File: config.mk
export PLATFORM = sky130hd
export DESIGN_NAME = adc_power_mode_ctrl
export DESIGN_NICKNAME = d
export VERILOG_FILES = /design/src/hdl/adc_ctrl_pkg.sv /design/src/hdl/adc_tick_gen.sv /design/src/hdl/adc_result_format.sv /design/src/hdl/adc_power_mode_ctrl.sv
export SDC_FILE = /design/constraint.sdc
export NUM_CORES = 1
export LEC_CHECK = 0
export ABC_CLOCK_PERIOD_IN_PS = 5400
export BUFFER_PORTS_ARGS = -buffer_cell sky130_fd_sc_hd__buf_4
export CORE_MARGIN = 5
export CORE_UTILIZATION = 55
export CTS_CLUSTER_DIAMETER = 120
export DETAILED_ROUTE_END_ITERATION = 8
export GPL_ROUTABILITY_DRIVEN = 0
export PLACE_DENSITY = 0.78
export SYNTH_ARGS = -nofsm -noshare
export SYNTH_HDL_FRONTEND = slang
export SYNTH_SLANG_ARGS = --single-unit
File: constraint.sdc
create_clock -name sys_clk -period 5.4 [get_ports sys_clk]
set_clock_uncertainty 0.15 [all_clocks]
set_input_delay 0.27 -clock sys_clk [delete_from_list [all_inputs] [get_ports sys_clk]]
set_output_delay 0.27 -clock sys_clk [all_outputs]
set_load 0.03 [all_outputs]
File: src/hdl/adc_ctrl_pkg.sv
// Purpose: Shared constants for the converter control block.
// Assumes: AXI4-Lite register access, 32-bit data, one aligned word per register.
// Notes: Byte-wide registers sit in the low bits of each word.
package adc_ctrl_pkg;
  localparam logic [7:0] OFS_RESULT_HIGH = 8'h00;
  localparam logic [7:0] OFS_RESULT_LOW = 8'h04;
  localparam logic [7:0] OFS_CHANNEL_RUN = 8'h08;
  localparam logic [7:0] OFS_TIMING_CFG = 8'h0C;
  localparam logic [7:0] OFS_SHARED_SEL = 8'h10;
  localparam logic [7:0] OFS_STATUS = 8'h14;
  localparam logic [7:0] OFS_POWER_MODE = 8'h18;
  // Channel and run control fields.
  localparam int BIT_CONVERTER_ON = 0;
  localparam int BIT_START = 1;
  localparam int CHAN_LSB = 2;
  // Timing configuration fields.
  localparam int BIT_FORMAT = 7;
  localparam int BIT_CALIBRATE = 6;
  localparam int ACQ_LSB = 3;
  localparam int CLK_LSB = 0;
  // Shared register select sits at bit 4 of the watchdog control word.
  localparam int BIT_SHARED_SEL = 4;
  localparam int BIT_DONE_FLAG = 0;
  localparam logic [7:0] RESET_BYTE = 8'h00;
  localparam logic [7:0] PIN_CFG_LOW_MASK = 8'h9F;
  localparam logic [7:0] PIN_CFG_HIGH_MASK = 8'hFC;
  localparam logic [1:0] RESP_OKAY = 2'h0;
  localparam logic [1:0] RESP_SLVERR = 2'h2;
  // Instruction cycle is four system clocks; RC period is 4 us.
  localparam int INSTR_CYCLE_CLKS = 4;
  localparam int CLK_PERIOD_NS = 10;
  localparam int RC_PERIOD_NS = 4000;
  localparam int RC_DIVIDE = (RC_PERIOD_NS + CLK_PERIOD_NS - 1) / CLK_PERIOD_NS;
  localparam int BITS_PER_CONVERSION = 11;
  localparam int POST_WAIT_PERIODS = 2;
  localparam logic [2:0] CLK_RC_LOW = 3'h3;
endpackage : adc_ctrl_pkg

File: src/hdl/adc_tick_gen.sv
// Purpose: Produces one pulse per bit conversion period from the selected source.
// Assumes: System clock is the oscillator; RC source is a divider of it.
// Notes: Encoding 000,100,001,101,010,110 -> 2,4,8,16,32,64 periods; x11 -> RC.
`timescale 1ns/1ps
`default_nettype none
module adc_tick_gen (
  input wire logic sys_clk,
  input wire logic rst,
  input wire logic run,
  input wire logic [2:0] clockSelect,
  output logic tick
);
  logic [8:0] count_reg;
  logic [8:0] limit;
  wire isRc = (clockSelect[1:0] == adc_ctrl_pkg::CLK_RC_LOW[1:0]);
  wire [2:0] shiftAmt = {clockSelect[1:0], clockSelect[2]};
  assign limit = isRc ? 9'(adc_ctrl_pkg::RC_DIVIDE - 1) : 9'((9'h002 << shiftAmt) - 9'h001);
  always_ff @(posedge sys_clk or posedge rst) begin
    if (rst) begin
      count_reg <= 9'h000;
    end else if (!run || count_reg >= limit) begin
      count_reg <= 9'h000;
    end else begin
      count_reg <= count_reg + 9'h001;
    end
  end
  assign tick = run && (count_reg >= limit);
endmodule : adc_tick_gen
`default_nettype wire

File: src/hdl/adc_result_format.sv
// Purpose: Arranges the ten-bit result into high and low bytes.
// Assumes: Format bit one means right justified.
// Notes: Purely combinational.
`timescale 1ns/1ps
`default_nettype none
module adc_result_format (
  input wire logic [9:0] sample,
  input wire logic rightJustify,
  output logic [7:0] highByte,
  output logic [7:0] lowByte
);
  assign highByte = rightJustify ? {6'h00, sample[9:8]} : sample[9:2];
  assign lowByte = rightJustify ? sample[7:0] : {sample[1:0], 6'h00};
endmodule : adc_result_format
`default_nettype wire

File: src/hdl/adc_power_mode_ctrl.sv
// Purpose: Converter sequencing, calibration and shared register map over AXI4-Lite.
// Assumes: Analog sample arrives on analogSample; power mode signals come from the core.
// Notes: Writes and reads answer one cycle after both halves are present.
`timescale 1ns/1ps
`default_nettype none
// Functional notes
// - Start accepted once a power-managed Run mode is entered.
// - Conversion continues if core enters Idle mid-conversion.
// - Zero acquisition field delays conversion start by one instruction cycle.
// - Device clears start when dummy conversion ends; firmware polls it.
// - Pin configuration registers visible only with shared select set.
// - Shared select clear maps addresses to default control registers.
// - Result shown as high and low bytes per format bit.
// - Timing choices count in whatever clock the mode supplies.
// - On finish: clear start, set done flag, resume sampling two periods later.
// - Clock field encodes 2..64 oscillator periods or RC clock.
// - Calibrating start converts no input and stores offset correction.
module adc_power_mode_ctrl (
  input wire logic sys_clk,
  input wire logic rst,
  input wire logic [7:0] s_axi_awaddr,
  input wire logic s_axi_awvalid,
  output logic s_axi_awready,
  input wire logic [31:0] s_axi_wdata,
  input wire logic [3:0] s_axi_wstrb,
  input wire logic s_axi_wvalid,
  output logic s_axi_wready,
  output logic [1:0] s_axi_bresp,
  output logic s_axi_bvalid,
  input wire logic s_axi_bready,
  input wire logic [7:0] s_axi_araddr,
  input wire logic s_axi_arvalid,
  output logic s_axi_arready,
  output logic [31:0] s_axi_rdata,
  output logic [1:0] s_axi_rresp,
  output logic s_axi_rvalid,
  input wire logic s_axi_rready,
  input wire logic [9:0] analogSample,
  output logic [3:0] sampleChannel,
  output logic sampleEnable
);
  typedef enum logic [2:0] {IDLE, ACQUIRE, CONVERT, POSTWAIT} state_t;
  state_t state_reg, state_next;
  logic [7:0] chanRun_reg, timing_reg, pinLow_reg, pinHigh_reg, wdt_reg, power_reg;
  logic [7:0] resHigh_reg, resLow_reg;
  logic done_reg, offsetValid_reg;
  logic [9:0] offset_reg;
  logic [3:0] bitCount_reg;
  logic [2:0] acqCount_reg;
  logic [1:0] delay_reg;
  logic calActive_reg;
  logic [1:0] postCount_reg;
  logic awSeen_reg, wSeen_reg;
  logic [7:0] awAddr_reg;
  logic [31:0] wData_reg;
  logic [3:0] wStrb_reg;
  // Power mode word: bit0 run mode, bit1 idle, bit2 sleep (core status mirror).
  wire sharedSel = wdt_reg[adc_ctrl_pkg::BIT_SHARED_SEL];
  wire converterOn = chanRun_reg[adc_ctrl_pkg::BIT_CONVERTER_ON];
  wire startFlag = chanRun_reg[adc_ctrl_pkg::BIT_START];
  wire [2:0] acqSel = timing_reg[adc_ctrl_pkg::ACQ_LSB +: 3];
  wire [2:0] clkSel = timing_reg[adc_ctrl_pkg::CLK_LSB +: 3];
  wire calibrate = timing_reg[adc_ctrl_pkg::BIT_CALIBRATE];
  wire tick;
  wire busy = (state_reg != IDLE);
  adc_tick_gen tickGen (
    .sys_clk(sys_clk),
    .rst(rst),
    .run(busy),
    .clockSelect(clkSel),
    .tick(tick)
  );
  wire [9:0] corrected = (analogSample > offset_reg) ? (analogSample - offset_reg) : 10'h000;
  wire [7:0] fmtHigh, fmtLow;
  adc_result_format fmt (
    .sample(corrected),
    .rightJustify(timing_reg[adc_ctrl_pkg::BIT_FORMAT]),
    .highByte(fmtHigh),
    .lowByte(fmtLow)
  );
  // Write path: address and data may arrive in either order.
  wire wrFire = awSeen_reg && wSeen_reg && !s_axi_bvalid;
  wire wrHigh = wrFire && (awAddr_reg == adc_ctrl_pkg::OFS_RESULT_HIGH);
  wire wrLow = wrFire && (awAddr_reg == adc_ctrl_pkg::OFS_RESULT_LOW);
  wire wrCtl = wrFire && (awAddr_reg == adc_ctrl_pkg::OFS_CHANNEL_RUN);
  wire wrTim = wrFire && (awAddr_reg == adc_ctrl_pkg::OFS_TIMING_CFG);
  wire wrWdt = wrFire && (awAddr_reg == adc_ctrl_pkg::OFS_SHARED_SEL);
  wire wrSts = wrFire && (awAddr_reg == adc_ctrl_pkg::OFS_STATUS);
  wire wrPwr = wrFire && (awAddr_reg == adc_ctrl_pkg::OFS_POWER_MODE);
  wire wrMapped = wrHigh || wrLow || wrCtl || wrTim || wrWdt || wrSts || wrPwr;
  wire wrByte = wStrb_reg[0];
  wire [7:0] wByte = wData_reg[7:0];
  wire wrPinLow = wrCtl && sharedSel && wrByte;
  wire wrPinHigh = wrTim && sharedSel && wrByte;
  wire wrCtlDef = wrCtl && !sharedSel && wrByte;
  wire wrTimDef = wrTim && !sharedSel && wrByte;
  // start needs a run, idle or sleep mode bit and converter on
  wire runMode = power_reg[0] || power_reg[1] || power_reg[2];
  wire startReq = wrCtlDef && wByte[adc_ctrl_pkg::BIT_START] && !startFlag && converterOn && runMode;
  wire abortReq = wrCtlDef && !wByte[adc_ctrl_pkg::BIT_START] && busy;
  wire convEnd = (state_reg == CONVERT) && tick && (bitCount_reg == 4'(adc_ctrl_pkg::BITS_PER_CONVERSION - 1));
  always_comb begin
    state_next = state_reg;
    unique case (state_reg)
      IDLE: if (startReq) state_next = ACQUIRE;
      ACQUIRE: if (delay_reg == 2'h0 && (acqSel == 3'h0 || (tick && acqCount_reg <= 3'h1))) state_next = CONVERT;
      CONVERT: if (convEnd) state_next = POSTWAIT;
      POSTWAIT: if (tick && postCount_reg == 2'(adc_ctrl_pkg::POST_WAIT_PERIODS - 1)) state_next = IDLE;
      default: state_next = IDLE;
    endcase
    if (abortReq) state_next = POSTWAIT;
  end
  // idle and sleep do not gate the sequencer
  always_ff @(posedge sys_clk or posedge rst) begin
    if (rst) begin
      state_reg <= IDLE;
    end else begin
      state_reg <= state_next;
    end
  end
  // acquisition, bit and post-wait counts advance on the selected period tick; the start delay counts system clocks
  always_ff @(posedge sys_clk or posedge rst) begin
    if (rst) begin
      acqCount_reg <= 3'h0;
      bitCount_reg <= 4'h0;
      postCount_reg <= 2'h0;
      delay_reg <= 2'h0;
      calActive_reg <= 1'b0;
    end else begin
      if (startReq) begin
        acqCount_reg <= acqSel;
        delay_reg <= (acqSel == 3'h0) ? 2'(adc_ctrl_pkg::INSTR_CYCLE_CLKS - 1) : 2'h0;
        calActive_reg <= calibrate;
      end else if (state_reg == ACQUIRE) begin
        if (delay_reg != 2'h0) delay_reg <= delay_reg - 2'h1;
        if (tick && acqCount_reg != 3'h0) acqCount_reg <= acqCount_reg - 3'h1;
      end
      bitCount_reg <= (state_reg != CONVERT) ? 4'h0 : (tick ? bitCount_reg + 4'h1 : bitCount_reg);
      postCount_reg <= (state_reg != POSTWAIT) ? 2'h0 : (tick ? postCount_reg + 2'h1 : postCount_reg);
    end
  end
  // Register file; start flag set by start, cleared at end.
  always_ff @(posedge sys_clk or posedge rst) begin
    if (rst) begin
      chanRun_reg <= adc_ctrl_pkg::RESET_BYTE;
      timing_reg <= adc_ctrl_pkg::RESET_BYTE;
      pinLow_reg <= adc_ctrl_pkg::RESET_BYTE;
      pinHigh_reg <= adc_ctrl_pkg::RESET_BYTE;
      wdt_reg <= adc_ctrl_pkg::RESET_BYTE;
      power_reg <= adc_ctrl_pkg::RESET_BYTE;
    end else begin
      if (wrCtlDef) begin
        chanRun_reg <= {wByte[7:2], startReq || (busy && !abortReq), wByte[0]};
      end else if (convEnd) begin
        chanRun_reg[adc_ctrl_pkg::BIT_START] <= 1'b0;
      end
      if (wrTimDef) timing_reg <= wByte;
      if (wrPinLow) pinLow_reg <= wByte & adc_ctrl_pkg::PIN_CFG_LOW_MASK;
      if (wrPinHigh) pinHigh_reg <= wByte & adc_ctrl_pkg::PIN_CFG_HIGH_MASK;
      if (wrWdt && wrByte) wdt_reg <= wByte;
      if (wrPwr && wrByte) power_reg <= {5'h00, wByte[2:0]};
    end
  end
  // Result registers keep the last completed value on abort.
  always_ff @(posedge sys_clk or posedge rst) begin
    if (rst) begin
      resHigh_reg <= adc_ctrl_pkg::RESET_BYTE;
      resLow_reg <= adc_ctrl_pkg::RESET_BYTE;
      offset_reg <= 10'h000;
      offsetValid_reg <= 1'b0;
      done_reg <= 1'b0;
    end else begin
      if (convEnd && calActive_reg) begin
        offset_reg <= analogSample;
        offsetValid_reg <= 1'b1;
      end else if (convEnd) begin
        resHigh_reg <= fmtHigh;
        resLow_reg <= fmtLow;
      end else begin
        if (wrHigh && wrByte) resHigh_reg <= wByte;
        if (wrLow && wrByte) resLow_reg <= wByte;
      end
      // done flag, set wins over clear
      if (convEnd) done_reg <= 1'b1;
      else if (wrSts && wrByte && wByte[adc_ctrl_pkg::BIT_DONE_FLAG]) done_reg <= 1'b0;
    end
  end
  always_ff @(posedge sys_clk or posedge rst) begin
    if (rst) begin
      sampleChannel <= 4'h0;
      sampleEnable <= 1'b0;
    end else begin
      sampleChannel <= chanRun_reg[adc_ctrl_pkg::CHAN_LSB +: 4];
      sampleEnable <= converterOn && (state_next == IDLE || state_next == ACQUIRE) && !(startReq && calibrate);
    end
  end
  // AXI write channel handling.
  always_ff @(posedge sys_clk or posedge rst) begin
    if (rst) begin
      awSeen_reg <= 1'b0;
      wSeen_reg <= 1'b0;
      awAddr_reg <= 8'h00;
      wData_reg <= 32'h0000_0000;
      wStrb_reg <= 4'h0;
      s_axi_bvalid <= 1'b0;
      s_axi_bresp <= adc_ctrl_pkg::RESP_OKAY;
    end else begin
      if (s_axi_awvalid && s_axi_awready) begin
        awSeen_reg <= 1'b1;
        awAddr_reg <= s_axi_awaddr;
      end
      if (s_axi_wvalid && s_axi_wready) begin
        wSeen_reg <= 1'b1;
        wData_reg <= s_axi_wdata;
        wStrb_reg <= s_axi_wstrb;
      end
      if (wrFire) begin
        awSeen_reg <= 1'b0;
        wSeen_reg <= 1'b0;
        s_axi_bvalid <= 1'b1;
        s_axi_bresp <= wrMapped ? adc_ctrl_pkg::RESP_OKAY : adc_ctrl_pkg::RESP_SLVERR;
      end else if (s_axi_bready) begin
        s_axi_bvalid <= 1'b0;
      end
    end
  end
  assign s_axi_awready = !awSeen_reg && !s_axi_bvalid;
  assign s_axi_wready = !wSeen_reg && !s_axi_bvalid;
  // AXI read path.
  wire [7:0] rdCtl = sharedSel ? pinLow_reg : chanRun_reg;
  wire [7:0] rdTim = sharedSel ? pinHigh_reg : timing_reg;
  logic [7:0] rdByte;
  logic rdOk;
  always_comb begin
    rdByte = 8'h00;
    rdOk = 1'b1;
    unique case (s_axi_araddr)
      adc_ctrl_pkg::OFS_RESULT_HIGH: rdByte = resHigh_reg;
      adc_ctrl_pkg::OFS_RESULT_LOW: rdByte = resLow_reg;
      adc_ctrl_pkg::OFS_CHANNEL_RUN: rdByte = rdCtl;
      adc_ctrl_pkg::OFS_TIMING_CFG: rdByte = rdTim;
      adc_ctrl_pkg::OFS_SHARED_SEL: rdByte = wdt_reg;
      adc_ctrl_pkg::OFS_STATUS: rdByte = {5'h00, offsetValid_reg, busy, done_reg};
      adc_ctrl_pkg::OFS_POWER_MODE: rdByte = power_reg;
      default: rdOk = 1'b0;
    endcase
  end
  always_ff @(posedge sys_clk or posedge rst) begin
    if (rst) begin
      s_axi_rvalid <= 1'b0;
      s_axi_rdata <= 32'h0000_0000;
      s_axi_rresp <= adc_ctrl_pkg::RESP_OKAY;
    end else if (s_axi_arvalid && s_axi_arready) begin
      s_axi_rvalid <= 1'b1;
      s_axi_rdata <= {24'h000000, rdByte};
      s_axi_rresp <= rdOk ? adc_ctrl_pkg::RESP_OKAY : adc_ctrl_pkg::RESP_SLVERR;
    end else if (s_axi_rready) begin
      s_axi_rvalid <= 1'b0;
    end
  end
  assign s_axi_arready = !s_axi_rvalid;
  // Assertions.
  a_start_held_busy: assert property (@(posedge sys_clk) disable iff (rst) busy && !convEnd && state_reg != POSTWAIT |-> startFlag) else $error("start flag dropped while busy");
  a_end_sets_done: assert property (@(posedge sys_clk) disable iff (rst) convEnd |=> done_reg && !startFlag) else $error("end did not set done");
  a_zero_acq_delay: assert property (@(posedge sys_clk) disable iff (rst) startReq && acqSel == 3'h0 |=> state_reg == ACQUIRE [*3]) else $error("zero acquisition not delayed");
  a_start_needs_run: assert property (@(posedge sys_clk) disable iff (rst) $rose(busy) |-> $past(runMode) && $past(converterOn)) else $error("start without run mode");
  a_cal_keeps_result: assert property (@(posedge sys_clk) disable iff (rst) convEnd && calActive_reg && !wrHigh |=> $stable(resHigh_reg)) else $error("calibration touched result");
  a_shared_hides_ctl: assert property (@(posedge sys_clk) disable iff (rst) wrCtl && sharedSel |=> $stable(chanRun_reg) || convEnd) else $error("shared write hit control");
  a_default_map_ctl: assert property (@(posedge sys_clk) disable iff (rst) wrTim && !sharedSel && wrByte |=> timing_reg == $past(wByte)) else $error("default map write lost");
  // The slowest bit period is the RC one, so a tick must come within that many cycles.
  a_idle_no_stall: assert property (@(posedge sys_clk) disable iff (rst) state_reg == CONVERT && power_reg[1] |-> ##[0:400] (tick || state_reg != CONVERT)) else $error("conversion stalled in idle");
  a_format_right: assert property (@(posedge sys_clk) disable iff (rst) convEnd && !calActive_reg && timing_reg[7] |=> resHigh_reg[7:2] == 6'h00) else $error("right format wrong");
endmodule : adc_power_mode_ctrl
`default_nettype wire

==> run_summary.xml, run 1 <==
<?xml version="1.0" encoding="UTF-8"?>
<metrics>
  <group name="yosys">
    <metric name="edff_count_synth" unit="">0</metric>
    <metric name="synthDominantAreaCellType" unit="">dfrtp_1</metric>
    <metric name="syn_area" unit="um^2">6730</metric>
    <metric name="avgSynthCellArea" unit="um^2">10.5</metric>
    <metric name="synth.top_cell.area_share" unit="">0.473</metric>
    <metric name="synth.ff_latch_count" unit="">127</metric>
    <metric name="ys.warnings.count" unit="">0</metric>
    <metric name="synth_top_cells_by_area" unit="">dfrtp_1 47%, mux2_2 11%, ha_1 4.8%</metric>
    <metric name="synthDistinctLibCells" unit="">61</metric>
    <metric name="yosysSeqAreaShare" unit="">0.473</metric>
    <metric name="ys.flop_type" unit="">dfrtp_1</metric>
    <metric name="syn-instance-count" unit="">639</metric>
    <metric name="async_s_r_ff_share_synth" unit="">1.00</metric>
  </group>
  <group name="setup_path">
    <metric name="cp_cell_sequence" unit="">a21oi_1 -&gt; ha_1 -&gt; a21oi_1 -&gt; o221ai_1 -&gt; o211ai_4 -&gt; nand3_1 -&gt; o21ai_0 -&gt; o211ai_1 -&gt; o21a_1</metric>
    <metric name="critical_path_required" unit="ns">5.56</metric>
    <metric name="timing.setup.critical_path_class" unit="">reg2reg</metric>
    <metric name="worst_path_most_repeated_cell" unit="">a21oi_1</metric>
    <metric name="worst_path_max_delay_cell" unit="">o211ai_4</metric>
    <metric name="timing.critical_path.slowest_cell_delay" unit="ns">0.68</metric>
    <metric name="critical_path_peak_fanout" unit="">28</metric>
    <metric name="cp.arrival" unit="ns">3.68</metric>
    <metric name="critical_path.endpoint_type" unit="">flop</metric>
    <metric name="timing.critical_path.from_type" unit="">flop</metric>
  </group>
  <group name="global_route">
    <metric name="gr-usage-all-layers" unit="">0.226</metric>
    <metric name="groute.layer.met3.usage" unit="">0.0519</metric>
    <metric name="overflow_left_after_global_routing" unit="">0</metric>
    <metric name="grt_pass1_vias" unit="">5208</metric>
    <metric name="number_of_antenna_violations_at_the_first_check_in_global_routing" unit="">0</metric>
    <metric name="grt_max_degree" unit="">80</metric>
    <metric name="first_pass_grt_wire_length" unit="um">26000</metric>
    <metric name="grt_util_met1" unit="">0.300</metric>
    <metric name="met2_usage" unit="">0.368</metric>
    <metric name="grt-busiest-layer" unit="">met2</metric>
  </group>
  <group name="drt">
    <metric name="firstDrtPassIters" unit="">5</metric>
    <metric name="ant_nets" unit="">0</metric>
    <metric name="first_iter_violations" unit="">433</metric>
    <metric name="drt-wirelength-per-cell" unit="um">17.8</metric>
    <metric name="detail_route.wirelength" unit="um">15800</metric>
    <metric name="detail_route.drc_violations" unit="">0</metric>
    <metric name="avgViaCountPerCell" unit="">5.86</metric>
    <metric name="detailroute.via_count" unit="">5201</metric>
  </group>
  <group name="pwr">
    <metric name="p_leak" unit="uW">0.00381</metric>
    <metric name="p_clk_frac" unit="">0.375</metric>
    <metric name="power.density" unit="nW/um^2">372</metric>
    <metric name="swShare" unit="">0.305</metric>
    <metric name="intPower" unit="uW">2090</metric>
    <metric name="p_sw" unit="uW">918</metric>
    <metric name="combinationalPowerShare" unit="">0.190</metric>
    <metric name="vdd_ir_drop_max" unit="uV">260</metric>
    <metric name="sequentialPowerShare" unit="">0.435</metric>
  </group>
  <group name="cells_and_area">
    <metric name="max_ffs_per_register" unit="">10</metric>
    <metric name="antenna_diode_count" unit="">0</metric>
    <metric name="growth_of_design_area_from_synthesis_to_finish" unit="%">20.3</metric>
    <metric name="layout.cells.most_common" unit="">dfrtp_1</metric>
    <metric name="most_used_cells_in_the_layout_excluding_fill_and_tap_cells" unit="">127 x dfrtp_1, 67 x mux2_2, 64 x buf_4</metric>
    <metric name="nets" unit="">825</metric>
    <metric name="final_area" unit="um^2">8090</metric>
    <metric name="drive_gt1_frac" unit="">0.223</metric>
  </group>
  <group name="floorplan">
    <metric name="core_area" unit="um^2">12000</metric>
    <metric name="die_width" unit="um">121</metric>
    <metric name="std_cell_rows" unit="">40</metric>
    <metric name="dieHeight" unit="um">121</metric>
    <metric name="start_util" unit="">0.560</metric>
    <metric name="design.die.area" unit="um^2">14500</metric>
    <metric name="io_pins" unit="">115</metric>
  </group>
  <group name="clock_tree">
    <metric name="postCtsResizedCells" unit="">0</metric>
    <metric name="cts.sinks" unit="">127</metric>
    <metric name="cts-buffers-inserted" unit="">17</metric>
    <metric name="tritoncts" unit="">done</metric>
    <metric name="clk_pin_slew" unit="ns">0.05</metric>
    <metric name="insertion_delay" unit="ns">0.41</metric>
    <metric name="max-clock-path-buffers" unit="">2</metric>
    <metric name="cts_htree_levels" unit="">4</metric>
    <metric name="cts_root_buf" unit="">clkbuf_16</metric>
  </group>
  <group name="hold_path">
    <metric name="hold_class" unit="">in2reg</metric>
  </group>
  <group name="placed_design">
    <metric name="hpwl" unit="um">10900</metric>
    <metric name="place.port_buffers" unit="">61</metric>
    <metric name="placedInstanceArea" unit="um^2">7210</metric>
  </group>
  <group name="sta">
    <metric name="rsz0062_at_grt" unit="">false</metric>
    <metric name="final.period_utilization" unit="">0.652</metric>
    <metric name="min_period" unit="ns">3.52</metric>
    <metric name="timing.final.setup_violations" unit="">0</metric>
    <metric name="finalHoldViolations" unit="">0</metric>
    <metric name="final_max_slew_viol_count" unit="">0</metric>
    <metric name="fmax" unit="MHz">284</metric>
    <metric name="tightestPinTransition" unit="ns">1.23</metric>
    <metric name="slew_headroom" unit="">0.169</metric>
    <metric name="tns" unit="ns">0</metric>
  </group>
  <group name="flow_run">
    <metric name="max-cap-violations" unit="">0</metric>
  </group>
  <group name="outcome">
    <metric name="run_status" unit="">complete, no violations</metric>
  </group>
</metrics>
==> synthesized netlist by cell type, types with 4 or more instances <==
cell type,count
nor2_1,54
nand2_1,45
mux2i_1,12
a31oi_1,7
inv_1,28
nand3_1,16
o22ai_1,9
a22oi_1,6
mux2_2,67
a221oi_1,4
clkbuf_1,19
nand3b_1,5
dfrtp_1,127
nand2b_1,7
and3_1,4
a21oi_1,27
and4_1,4
o21a_1,9
xnor2_1,7
buf_4,26
nand4_1,4
xor2_1,11
or3_1,6
a211oi_1,6
o21ai_0,30
nor4_1,4
nor2b_1,7
nor3_1,9
and2_1,4
ha_1,26
==> layout make-up <==
class                           instances  area (um^2)
Fill cell                             886         3920
Clock inverter                          5         77.6
Clock buffer                           26          509
Timing Repair Buffer                   94          781
Multi-Input combinational cell        461         3260
Inverter                               28          108
Tap cell                              147          184
Sequential cell                       127         3180
==> kinds of logic after synthesis <==
group / after synthesis / synth area share
simple gates: 181 / 0.135
xor+xnor: 18 / 0.0234
fa+ha+maj: 27 / 0.0513
flops: 127 / 0.473
other cells: 2 / 0.00112
mux: 80 / 0.133
buf+inv: 77 / 0.0588
compound gates: 127 / 0.125
==> final timing paths <==
| path | startpoint | end | slack, ns | depth (start not counted) |
|---|---|---|---|---|
| max in group asynchronous | rst | tickGen.count_reg[7]$_DFF_PP0_ | 3.42 | 4 |
| setup / recovery | timing_reg[1]$_DFFE_PP0P_ | resLow_reg[4]$_DFFE_PP0P_ | 1.88 | 9 |
| hold / removal | s_axi_awvalid | awSeen_reg$_DFFE_PP0P_ | 0.08 | 3 |
| min in group asynchronous | rst | postCount_reg[0]$_DFFE_PP0P_ | 0.50 | 3 |
| setup reg to reg | timing_reg[1]$_DFFE_PP0P_ | resLow_reg[4]$_DFFE_PP0P_ | 1.88 | 9 |
| hold reg to reg | chanRun_reg[4]$_DFFE_PP0P_ | sampleChannel[2]$_DFF_PP0_ | 0.25 | 0 |
==> power by group through the flow <==
stage                     Clock (uW)  Sequential, uW  Combinational [uW]
after global routing            1190            1330                 633
after floorplan                    0            1220                 439
after global placement             0            1310                 523
after CTS                       1140            1300                 568
after detailed placement           0            1320                 544
final                           1130            1310                 571
==> metrics by stage <==
stage / hold WS (ns) / worst slack, ns / total power [uW] / instances / util
final: 0.0770 / 1.88 / 3010 / 888 / 0.674
after global routing: 0.0931 / 1.56 / 3140 / 888 / 0.674
after CTS: 0.0805 / 1.92 / 3020 / 888 / 0.674
after detailed placement: 0.242 / 1.96 / 1860 / 827 / 0.600
after global placement: 0.234 / 2.08 / 1830 / 827 / 0.600
after floorplan: 0.216 / 1.60 / 1660 / 665 / -
==> per-layer routing <==
layer	vias to the layer above	part of all wire
met5	-	0
met4	0	0.020
met3	37	0.067
met2	212	0.48
met1	2530	0.44
li1	2422	-
==> what timing repair did <==
action,CTS,global route
setup buffers,0,0
hold endpoints to repair,107,0
hold buffers,30,0
==> worst max-delay path: cells and delay by family (launching register included) <==
kind | cells | cell delay [ns]
adders and majority gates | 1 | 0.26
DFF | 1 | 0.48
and+or+nand+nor | 1 | 0.30
AOI/OAI and AO/OA | 7 | 2.22
Note: power is estimated with default switching activity, not from simulation.
==> inputs of run 2 (changes only) <==
ABC_CLOCK_PERIOD_IN_PS = 3050   (was 5400)
CORE_UTILIZATION = 51   (was 55)
PLACE_DENSITY = 0.76   (was 0.78)
clock period = 3.05 ns   (was 5.4 ns; I/O delays follow)
==> run 2 against run 1 <==
Power up 83%. Critical path depth unchanged. Hold slack worse by 0.053 ns. Combinational power up 86%. Die area up 7.2%. Sequential power up 76%. Clock-buffer cell count down 5. Via count up 1.0%. Critical endpoint is now resHigh_reg[4]$_DFFE_PP0P_. Register-to-register slack worse by 1.7 ns. Design area up 2.8%. Clock power up 88%. Setup slack worse by 1.7 ns.
==> run_summary.xml, run 2 (synthesis gave the netlist of run 1 again) <==
<?xml version="1.0" encoding="UTF-8"?>
<metrics>
  <group name="sta">
    <metric name="final_max_slew_viol_count" unit="">0</metric>
    <metric name="tightestPinTransition" unit="ns">0.908</metric>
    <metric name="rsz0062_at_grt" unit="">false</metric>
    <metric name="timing.final.setup_violations" unit="">0</metric>
    <metric name="min_period" unit="ns">2.88</metric>
    <metric name="finalHoldViolations" unit="">0</metric>
    <metric name="slew_headroom" unit="">0.394</metric>
    <metric name="tns" unit="ns">0</metric>
    <metric name="fmax" unit="MHz">347</metric>
    <metric name="final.period_utilization" unit="">0.946</metric>
  </group>
  <group name="global_route">
    <metric name="grt-busiest-layer" unit="">met2</metric>
    <metric name="first_pass_grt_wire_length" unit="um">26700</metric>
    <metric name="gr-usage-all-layers" unit="">0.210</metric>
    <metric name="grt_pass1_vias" unit="">5359</metric>
    <metric name="grt_max_degree" unit="">61</metric>
    <metric name="overflow_left_after_global_routing" unit="">0</metric>
    <metric name="grt_util_met1" unit="">0.278</metric>
    <metric name="groute.layer.met3.usage" unit="">0.0476</metric>
    <metric name="met2_usage" unit="">0.343</metric>
    <metric name="number_of_antenna_violations_at_the_first_check_in_global_routing" unit="">0</metric>
  </group>
  <group name="hold_path">
    <metric name="hold_class" unit="">in2reg</metric>
    <metric name="holdPathStages" unit="">3</metric>
    <metric name="worstHoldStart" unit="">s_axi_araddr[3]</metric>
  </group>
  <group name="clock_tree">
    <metric name="cts_root_buf" unit="">clkbuf_16</metric>
    <metric name="insertion_delay" unit="ns">0.42</metric>
    <metric name="cts_htree_levels" unit="">4</metric>
    <metric name="cts.sinks" unit="">127</metric>
    <metric name="clk_pin_slew" unit="ns">0.05</metric>
    <metric name="cts-buffers-inserted" unit="">17</metric>
    <metric name="max-clock-path-buffers" unit="">2</metric>
    <metric name="tritoncts" unit="">done</metric>
  </group>
  <group name="setup_path">
    <metric name="timing.rr.start" unit="">timing_reg[1]$_DFFE_PP0P_</metric>
    <metric name="critical_path.endpoint_type" unit="">flop</metric>
    <metric name="ff2ff_path_depth" unit="">9</metric>
    <metric name="cp.arrival" unit="ns">3.08</metric>
    <metric name="crit_path_start" unit="">timing_reg[1]$_DFFE_PP0P_</metric>
    <metric name="timing.setup.critical_path_class" unit="">reg2reg</metric>
    <metric name="critical_path_peak_fanout" unit="">9</metric>
    <metric name="critical_path_required" unit="ns">3.24</metric>
    <metric name="timing.critical_path.from_type" unit="">flop</metric>
  </group>
  <group name="floorplan">
    <metric name="io_pins" unit="">115</metric>
    <metric name="core_area" unit="um^2">13100</metric>
    <metric name="dieHeight" unit="um">125</metric>
    <metric name="die_width" unit="um">125</metric>
    <metric name="std_cell_rows" unit="">42</metric>
    <metric name="start_util" unit="">0.514</metric>
    <metric name="design.die.area" unit="um^2">15600</metric>
  </group>
  <group name="cells_and_area">
    <metric name="max_ffs_per_register" unit="">10</metric>
    <metric name="most_used_cells_in_the_layout_excluding_fill_and_tap_cells" unit="">126 x dfrtp_1, 70 x buf_4, 67 x mux2_2</metric>
    <metric name="utilization" unit="">0.636</metric>
    <metric name="layout.cells.most_common" unit="">dfrtp_1</metric>
    <metric name="growth_of_design_area_from_synthesis_to_finish" unit="%">23.7</metric>
    <metric name="antenna_diode_count" unit="">0</metric>
    <metric name="drive_gt1_frac" unit="">0.243</metric>
    <metric name="nets" unit="">836</metric>
  </group>
  <group name="pwr">
    <metric name="vdd_ir_drop_max" unit="uV">492</metric>
    <metric name="power.density" unit="nW/um^2">661</metric>
    <metric name="p_leak" unit="uW">0.00389</metric>
  </group>
  <group name="drt">
    <metric name="ant_nets" unit="">0</metric>
    <metric name="first_iter_violations" unit="">436</metric>
    <metric name="avgViaCountPerCell" unit="">5.65</metric>
    <metric name="detail_route.drc_violations" unit="">0</metric>
    <metric name="firstDrtPassIters" unit="">5</metric>
    <metric name="detailroute.via_count" unit="">5253</metric>
    <metric name="drt-wirelength-per-cell" unit="um">17.1</metric>
    <metric name="detail_route.wirelength" unit="um">15900</metric>
  </group>
  <group name="placed_design">
    <metric name="place.port_buffers" unit="">61</metric>
    <metric name="hpwl" unit="um">11300</metric>
  </group>
  <group name="flow_run">
    <metric name="max-cap-violations" unit="">0</metric>
  </group>
  <group name="outcome">
    <metric name="run_status" unit="">complete, no violations</metric>
  </group>
</metrics>
## run 2: changes by cell type in the layout (fill, tap and decap cells not counted), moves of 2 or more
cell           previous run  this run
clkbuf_8                  5         2
bufinv_16                 2         4
clkbuf_1                  4         2
dlygate4sd3_1            30        32
buf_4                    64        70
o21ai_0                  30        28
clkinv_2                  2         4
clkinvlp_4                1         4
buf_12                    0         2
## run 2: path summary, 6_finish.rpt
path                                         endpoint  slack, ns
min in group asynchronous    wData_reg[3]$_DFFE_PP0P_       0.32
setup reg to reg           resHigh_reg[4]$_DFFE_PP0P_       0.17
hold / removal             s_axi_rresp[1]$_DFFE_PP0P_       0.02
hold reg to reg            sampleChannel[1]$_DFF_PP0_       0.26
max in group asynchronous  s_axi_rdata[6]$_DFFE_PP0P_       1.65
setup / recovery           resHigh_reg[4]$_DFFE_PP0P_       0.17
## run 2: through the flow
step	worst slack, ns	instances	cell area (um^2)	power, uW	hold WS, ns
6_report	0.165	929	8320	5500	0.0238
5_1_grt	0.000698	929	8320	5760	0.0783
4_1_cts	0.0229	928	8270	5470	0.0172
3_5_place_dp	0.0848	864	7330	3310	0.188
3_3_place_gp	0.151	864	7330	3250	0.184
2_1_floorplan	0.241	665	6830	2950	0.0989
## run 2: timing repair
item,CTS,global route
endpoints found under the hold margin,69,0
hold buffers,32,0
setup buffers,0,1
setup endpoints to repair,0,16
gates resized for setup,0,11
## run 2: final cells by class
cell class | count | area, um^2
clock buffer | 21 | 460
clock inverter | 11 | 163
sequential | 127 | 3180
tap | 176 | 220
inverter | 28 | 109
timing repair buffer | 105 | 901
multi-input combinational | 461 | 3290
fill | 999 | 4760
## run 2: critical path: stages, from the launching register on
cell and delay [ns]:
dfrtp_1 0.50, nand2_1 0.09, ha_1 0.31, o21ai_0 0.14, o21ai_1 0.24, o211ai_4 0.17
or3_4 0.42, or2_1 0.25, or3_1 0.38, a31oi_1 0.16
## run 2: report_power, final
group | internal, uW | switching [uW]
Combinational | 497 | 563
Clock | 1400 | 727
Sequential | 1940 | 367
Total | 3840 | 1660
## run 2: routing by layer
layer / vias to the layer above / routed length (um)
met4: 0 / 273
met1: 2611 / 6880
met2: 171 / 7730
met3: 25 / 972
met5: - / 0
li1: 2446 / -
==> inputs of run 3 (changes only) <==
CELL_PAD_IN_SITES_DETAIL_PLACEMENT = 0   (was unset)
CELL_PAD_IN_SITES_GLOBAL_PLACEMENT = 2   (was unset)
CORE_UTILIZATION = 33   (was 51)
PLACE_DENSITY = unset   (was 0.76)
PLACE_DENSITY_LB_ADDON = 0.1   (was unset)
==> run 3 against run 2 <==
Clock-buffer cell count fell by 2. Routed wire length rose by 11%. Cell count rose by 11%. Sequential share of layout area fell by 0.53 points. Hold slack improved by 0.015 ns. Combinational power barely moved. Design area rose by 1.4%. Global-route usage fell by 5.7 points. Power fell by 0.27%. Clock power fell by 2%. Core utilization fell by 22 points. Sequential power barely moved. Highest routed layer unchanged.
==> run_summary.xml, run 3 (synthesis gave the netlist of run 1 again) <==
<?xml version="1.0" encoding="UTF-8"?>
<metrics>
  <group name="outcome">
    <metric name="run_status" unit="">complete, no violations</metric>
  </group>
  <group name="setup_path">
    <metric name="critical_path_required" unit="ns">3.24</metric>
    <metric name="critical_path.endpoint_type" unit="">flop</metric>
    <metric name="timing.setup.critical_path_class" unit="">reg2reg</metric>
    <metric name="timing.reg2reg.setup_slack" unit="ns">0.20</metric>
    <metric name="cp.arrival" unit="ns">3.03</metric>
    <metric name="critical_path_peak_fanout" unit="">6</metric>
    <metric name="timing.critical_path.from_type" unit="">flop</metric>
  </group>
  <group name="sta">
    <metric name="final_max_slew_viol_count" unit="">0</metric>
    <metric name="tightestPinTransition" unit="ns">0.886</metric>
    <metric name="min_period" unit="ns">2.85</metric>
    <metric name="timing.final.setup_violations" unit="">0</metric>
    <metric name="rsz0062_at_grt" unit="">false</metric>
    <metric name="slew_headroom" unit="">0.409</metric>
    <metric name="tns" unit="ns">0</metric>
    <metric name="fmax" unit="MHz">351</metric>
    <metric name="finalHoldViolations" unit="">0</metric>
    <metric name="final.period_utilization" unit="">0.934</metric>
  </group>
  <group name="global_route">
    <metric name="gr-usage-all-layers" unit="">0.153</metric>
    <metric name="grt_max_degree" unit="">128</metric>
    <metric name="grt_pass1_vias" unit="">5206</metric>
    <metric name="overflow_left_after_global_routing" unit="">0</metric>
    <metric name="first_pass_grt_wire_length" unit="um">28700</metric>
    <metric name="number_of_antenna_violations_at_the_first_check_in_global_routing" unit="">0</metric>
  </group>
  <group name="cells_and_area">
    <metric name="n_fill_cell" unit="">2019</metric>
    <metric name="max_ffs_per_register" unit="">10</metric>
    <metric name="antenna_diode_count" unit="">0</metric>
    <metric name="growth_of_design_area_from_synthesis_to_finish" unit="%">25.5</metric>
    <metric name="nets" unit="">844</metric>
    <metric name="stdcell_count" unit="">1031</metric>
    <metric name="utilization" unit="">0.419</metric>
    <metric name="drive_gt1_frac" unit="">0.248</metric>
    <metric name="most_used_cells_in_the_layout_excluding_fill_and_tap_cells" unit="">125 x dfrtp_1, 79 x buf_4, 67 x mux2_2</metric>
    <metric name="layout.cells.most_common" unit="">dfrtp_1</metric>
  </group>
  <group name="drt">
    <metric name="routed-wl-met2" unit="um">8260</metric>
    <metric name="detailroute.via_count" unit="">5085</metric>
    <metric name="firstDrtPassIters" unit="">7</metric>
    <metric name="drt-wirelength-per-cell" unit="um">17.0</metric>
    <metric name="ant_nets" unit="">0</metric>
    <metric name="first_iter_violations" unit="">185</metric>
    <metric name="avgViaCountPerCell" unit="">4.93</metric>
    <metric name="detail_route.wirelength" unit="um">17600</metric>
    <metric name="highest-signal-layer" unit="">met4</metric>
    <metric name="routed-wl-met3" unit="um">673</metric>
    <metric name="detail_route.drc_violations" unit="">0</metric>
    <metric name="wl_met1" unit="um">8400</metric>
  </group>
  <group name="pwr">
    <metric name="vdd_ir_drop_max" unit="uV">422</metric>
    <metric name="p_clk_frac" unit="">0.381</metric>
    <metric name="p_sw" unit="uW">1730</metric>
    <metric name="power.density" unit="nW/um^2">650</metric>
    <metric name="swShare" unit="">0.315</metric>
    <metric name="p_leak" unit="uW">0.00391</metric>
    <metric name="intPower" unit="uW">3760</metric>
    <metric name="sequentialPowerShare" unit="">0.419</metric>
    <metric name="combinationalPowerShare" unit="">0.200</metric>
  </group>
  <group name="clock_tree">
    <metric name="cts.sinks" unit="">127</metric>
    <metric name="cts-buffers-inserted" unit="">17</metric>
    <metric name="clk_pin_slew" unit="ns">0.06</metric>
    <metric name="cts_root_buf" unit="">clkbuf_16</metric>
    <metric name="cts_htree_levels" unit="">4</metric>
    <metric name="max-clock-path-buffers" unit="">2</metric>
    <metric name="tritoncts" unit="">done</metric>
    <metric name="insertion_delay" unit="ns">0.42</metric>
  </group>
  <group name="floorplan">
    <metric name="dieHeight" unit="um">153</metric>
    <metric name="die_width" unit="um">153</metric>
    <metric name="io_pins" unit="">115</metric>
    <metric name="design.die.area" unit="um^2">23300</metric>
    <metric name="std_cell_rows" unit="">52</metric>
    <metric name="start_util" unit="">0.333</metric>
    <metric name="core_area" unit="um^2">20200</metric>
  </group>
  <group name="hold_path">
    <metric name="hold_class" unit="">in2reg</metric>
  </group>
  <group name="flow_run">
    <metric name="max-cap-violations" unit="">0</metric>
  </group>
  <group name="placed_design">
    <metric name="placedCellCount" unit="">965</metric>
    <metric name="hpwl" unit="um">12900</metric>
    <metric name="place.port_buffers" unit="">61</metric>
  </group>
</metrics>
==> run 3: stage by stage <==
step / area [um^2] / setup WS, ns / hold WS [ns] / total power, uW
floorplan: 6830 / 0.241 / 0.0989 / 2950
global placement: 7490 / 0.199 / 0.183 / 3360
detailed placement: 7490 / 0.104 / 0.191 / 3390
CTS: 8420 / 0.0861 / 0.0231 / 5550
global route: 8440 / 0.0202 / 0.0389 / 5770
finish: 8440 / 0.202 / 0.0389 / 5480
==> run 3: metal layers <==
| layer | vias to the layer above | GRT usage |
|---|---|---|
| met1 | 2515 | 0.215 |
| met3 | 18 | 0.0301 |
| met4 | 0 | 0.0484 |
| met2 | 100 | 0.240 |
| li1 | 2452 | - |
| met5 | - | 0 |
==> run 3: critical path, cell delays in order, from the launching register on <==
cell and delay, ns:
dfrtp_2 0.40, buf_4 0.14, nand2_1 0.06, ha_1 0.30, o21ai_0 0.12, o21ai_1 0.24, o211ai_4 0.15, or3_4 0.40
or2_1 0.24, or3_1 0.39, a31oi_1 0.17
==> run 3: timing repair <==
| action | in CTS | in global routing |
|---|---|---|
| hold buffers | 33 | 0 |
| buffers inserted | 0 | 1 |
| endpoints found under the setup margin | 0 | 1 |
| resized for setup | 0 | 7 |
| hold endpoints to repair | 158 | 0 |
==> run 3: cell type report <==
class / instances / area (um^2) / area share
clock buffer: 19 / 443 / 0.0525
timing repair buffer: 113 / 943 / 0.112
inverter: 28 / 109 / 0.0129
sequential: 127 / 3180 / 0.377
clock inverter: 13 / 163 / 0.0193
multi-input combinational: 461 / 3270 / 0.387
tap: 270 / 338 / 0.0400
==> run 3: path summary, 6_finish.rpt <==
check,start,end,cells after the start
hold / removal,s_axi_arvalid,s_axi_rdata[2]$_DFFE_PP0P_,5
min in group asynchronous,rst,bitCount_reg[1]$_DFFE_PP0P_,4
max in group asynchronous,rst,timing_reg[1]$_DFFE_PP0P_,4
setup reg to reg,timing_reg[0]$_DFFE_PP0P_,resHigh_reg[4]$_DFFE_PP0P_,10
hold reg to reg,chanRun_reg[3]$_DFFE_PP0P_,sampleChannel[1]$_DFF_PP0_,0
setup / recovery,timing_reg[0]$_DFFE_PP0P_,resHigh_reg[4]$_DFFE_PP0P_,10
==> run 3: power groups by stage <==
| stage | clock (uW) | sequential [uW] | combinational (uW) |
|---|---|---|---|
| 2_1_floorplan | 0 | 2170 | 778 |
| 3_3_place_gp | 0 | 2320 | 1040 |
| 3_5_place_dp | 0 | 2330 | 1060 |
| 4_1_cts | 2150 | 2300 | 1100 |
| 5_1_grt | 2210 | 2350 | 1210 |
| 6_report | 2090 | 2300 | 1090 |
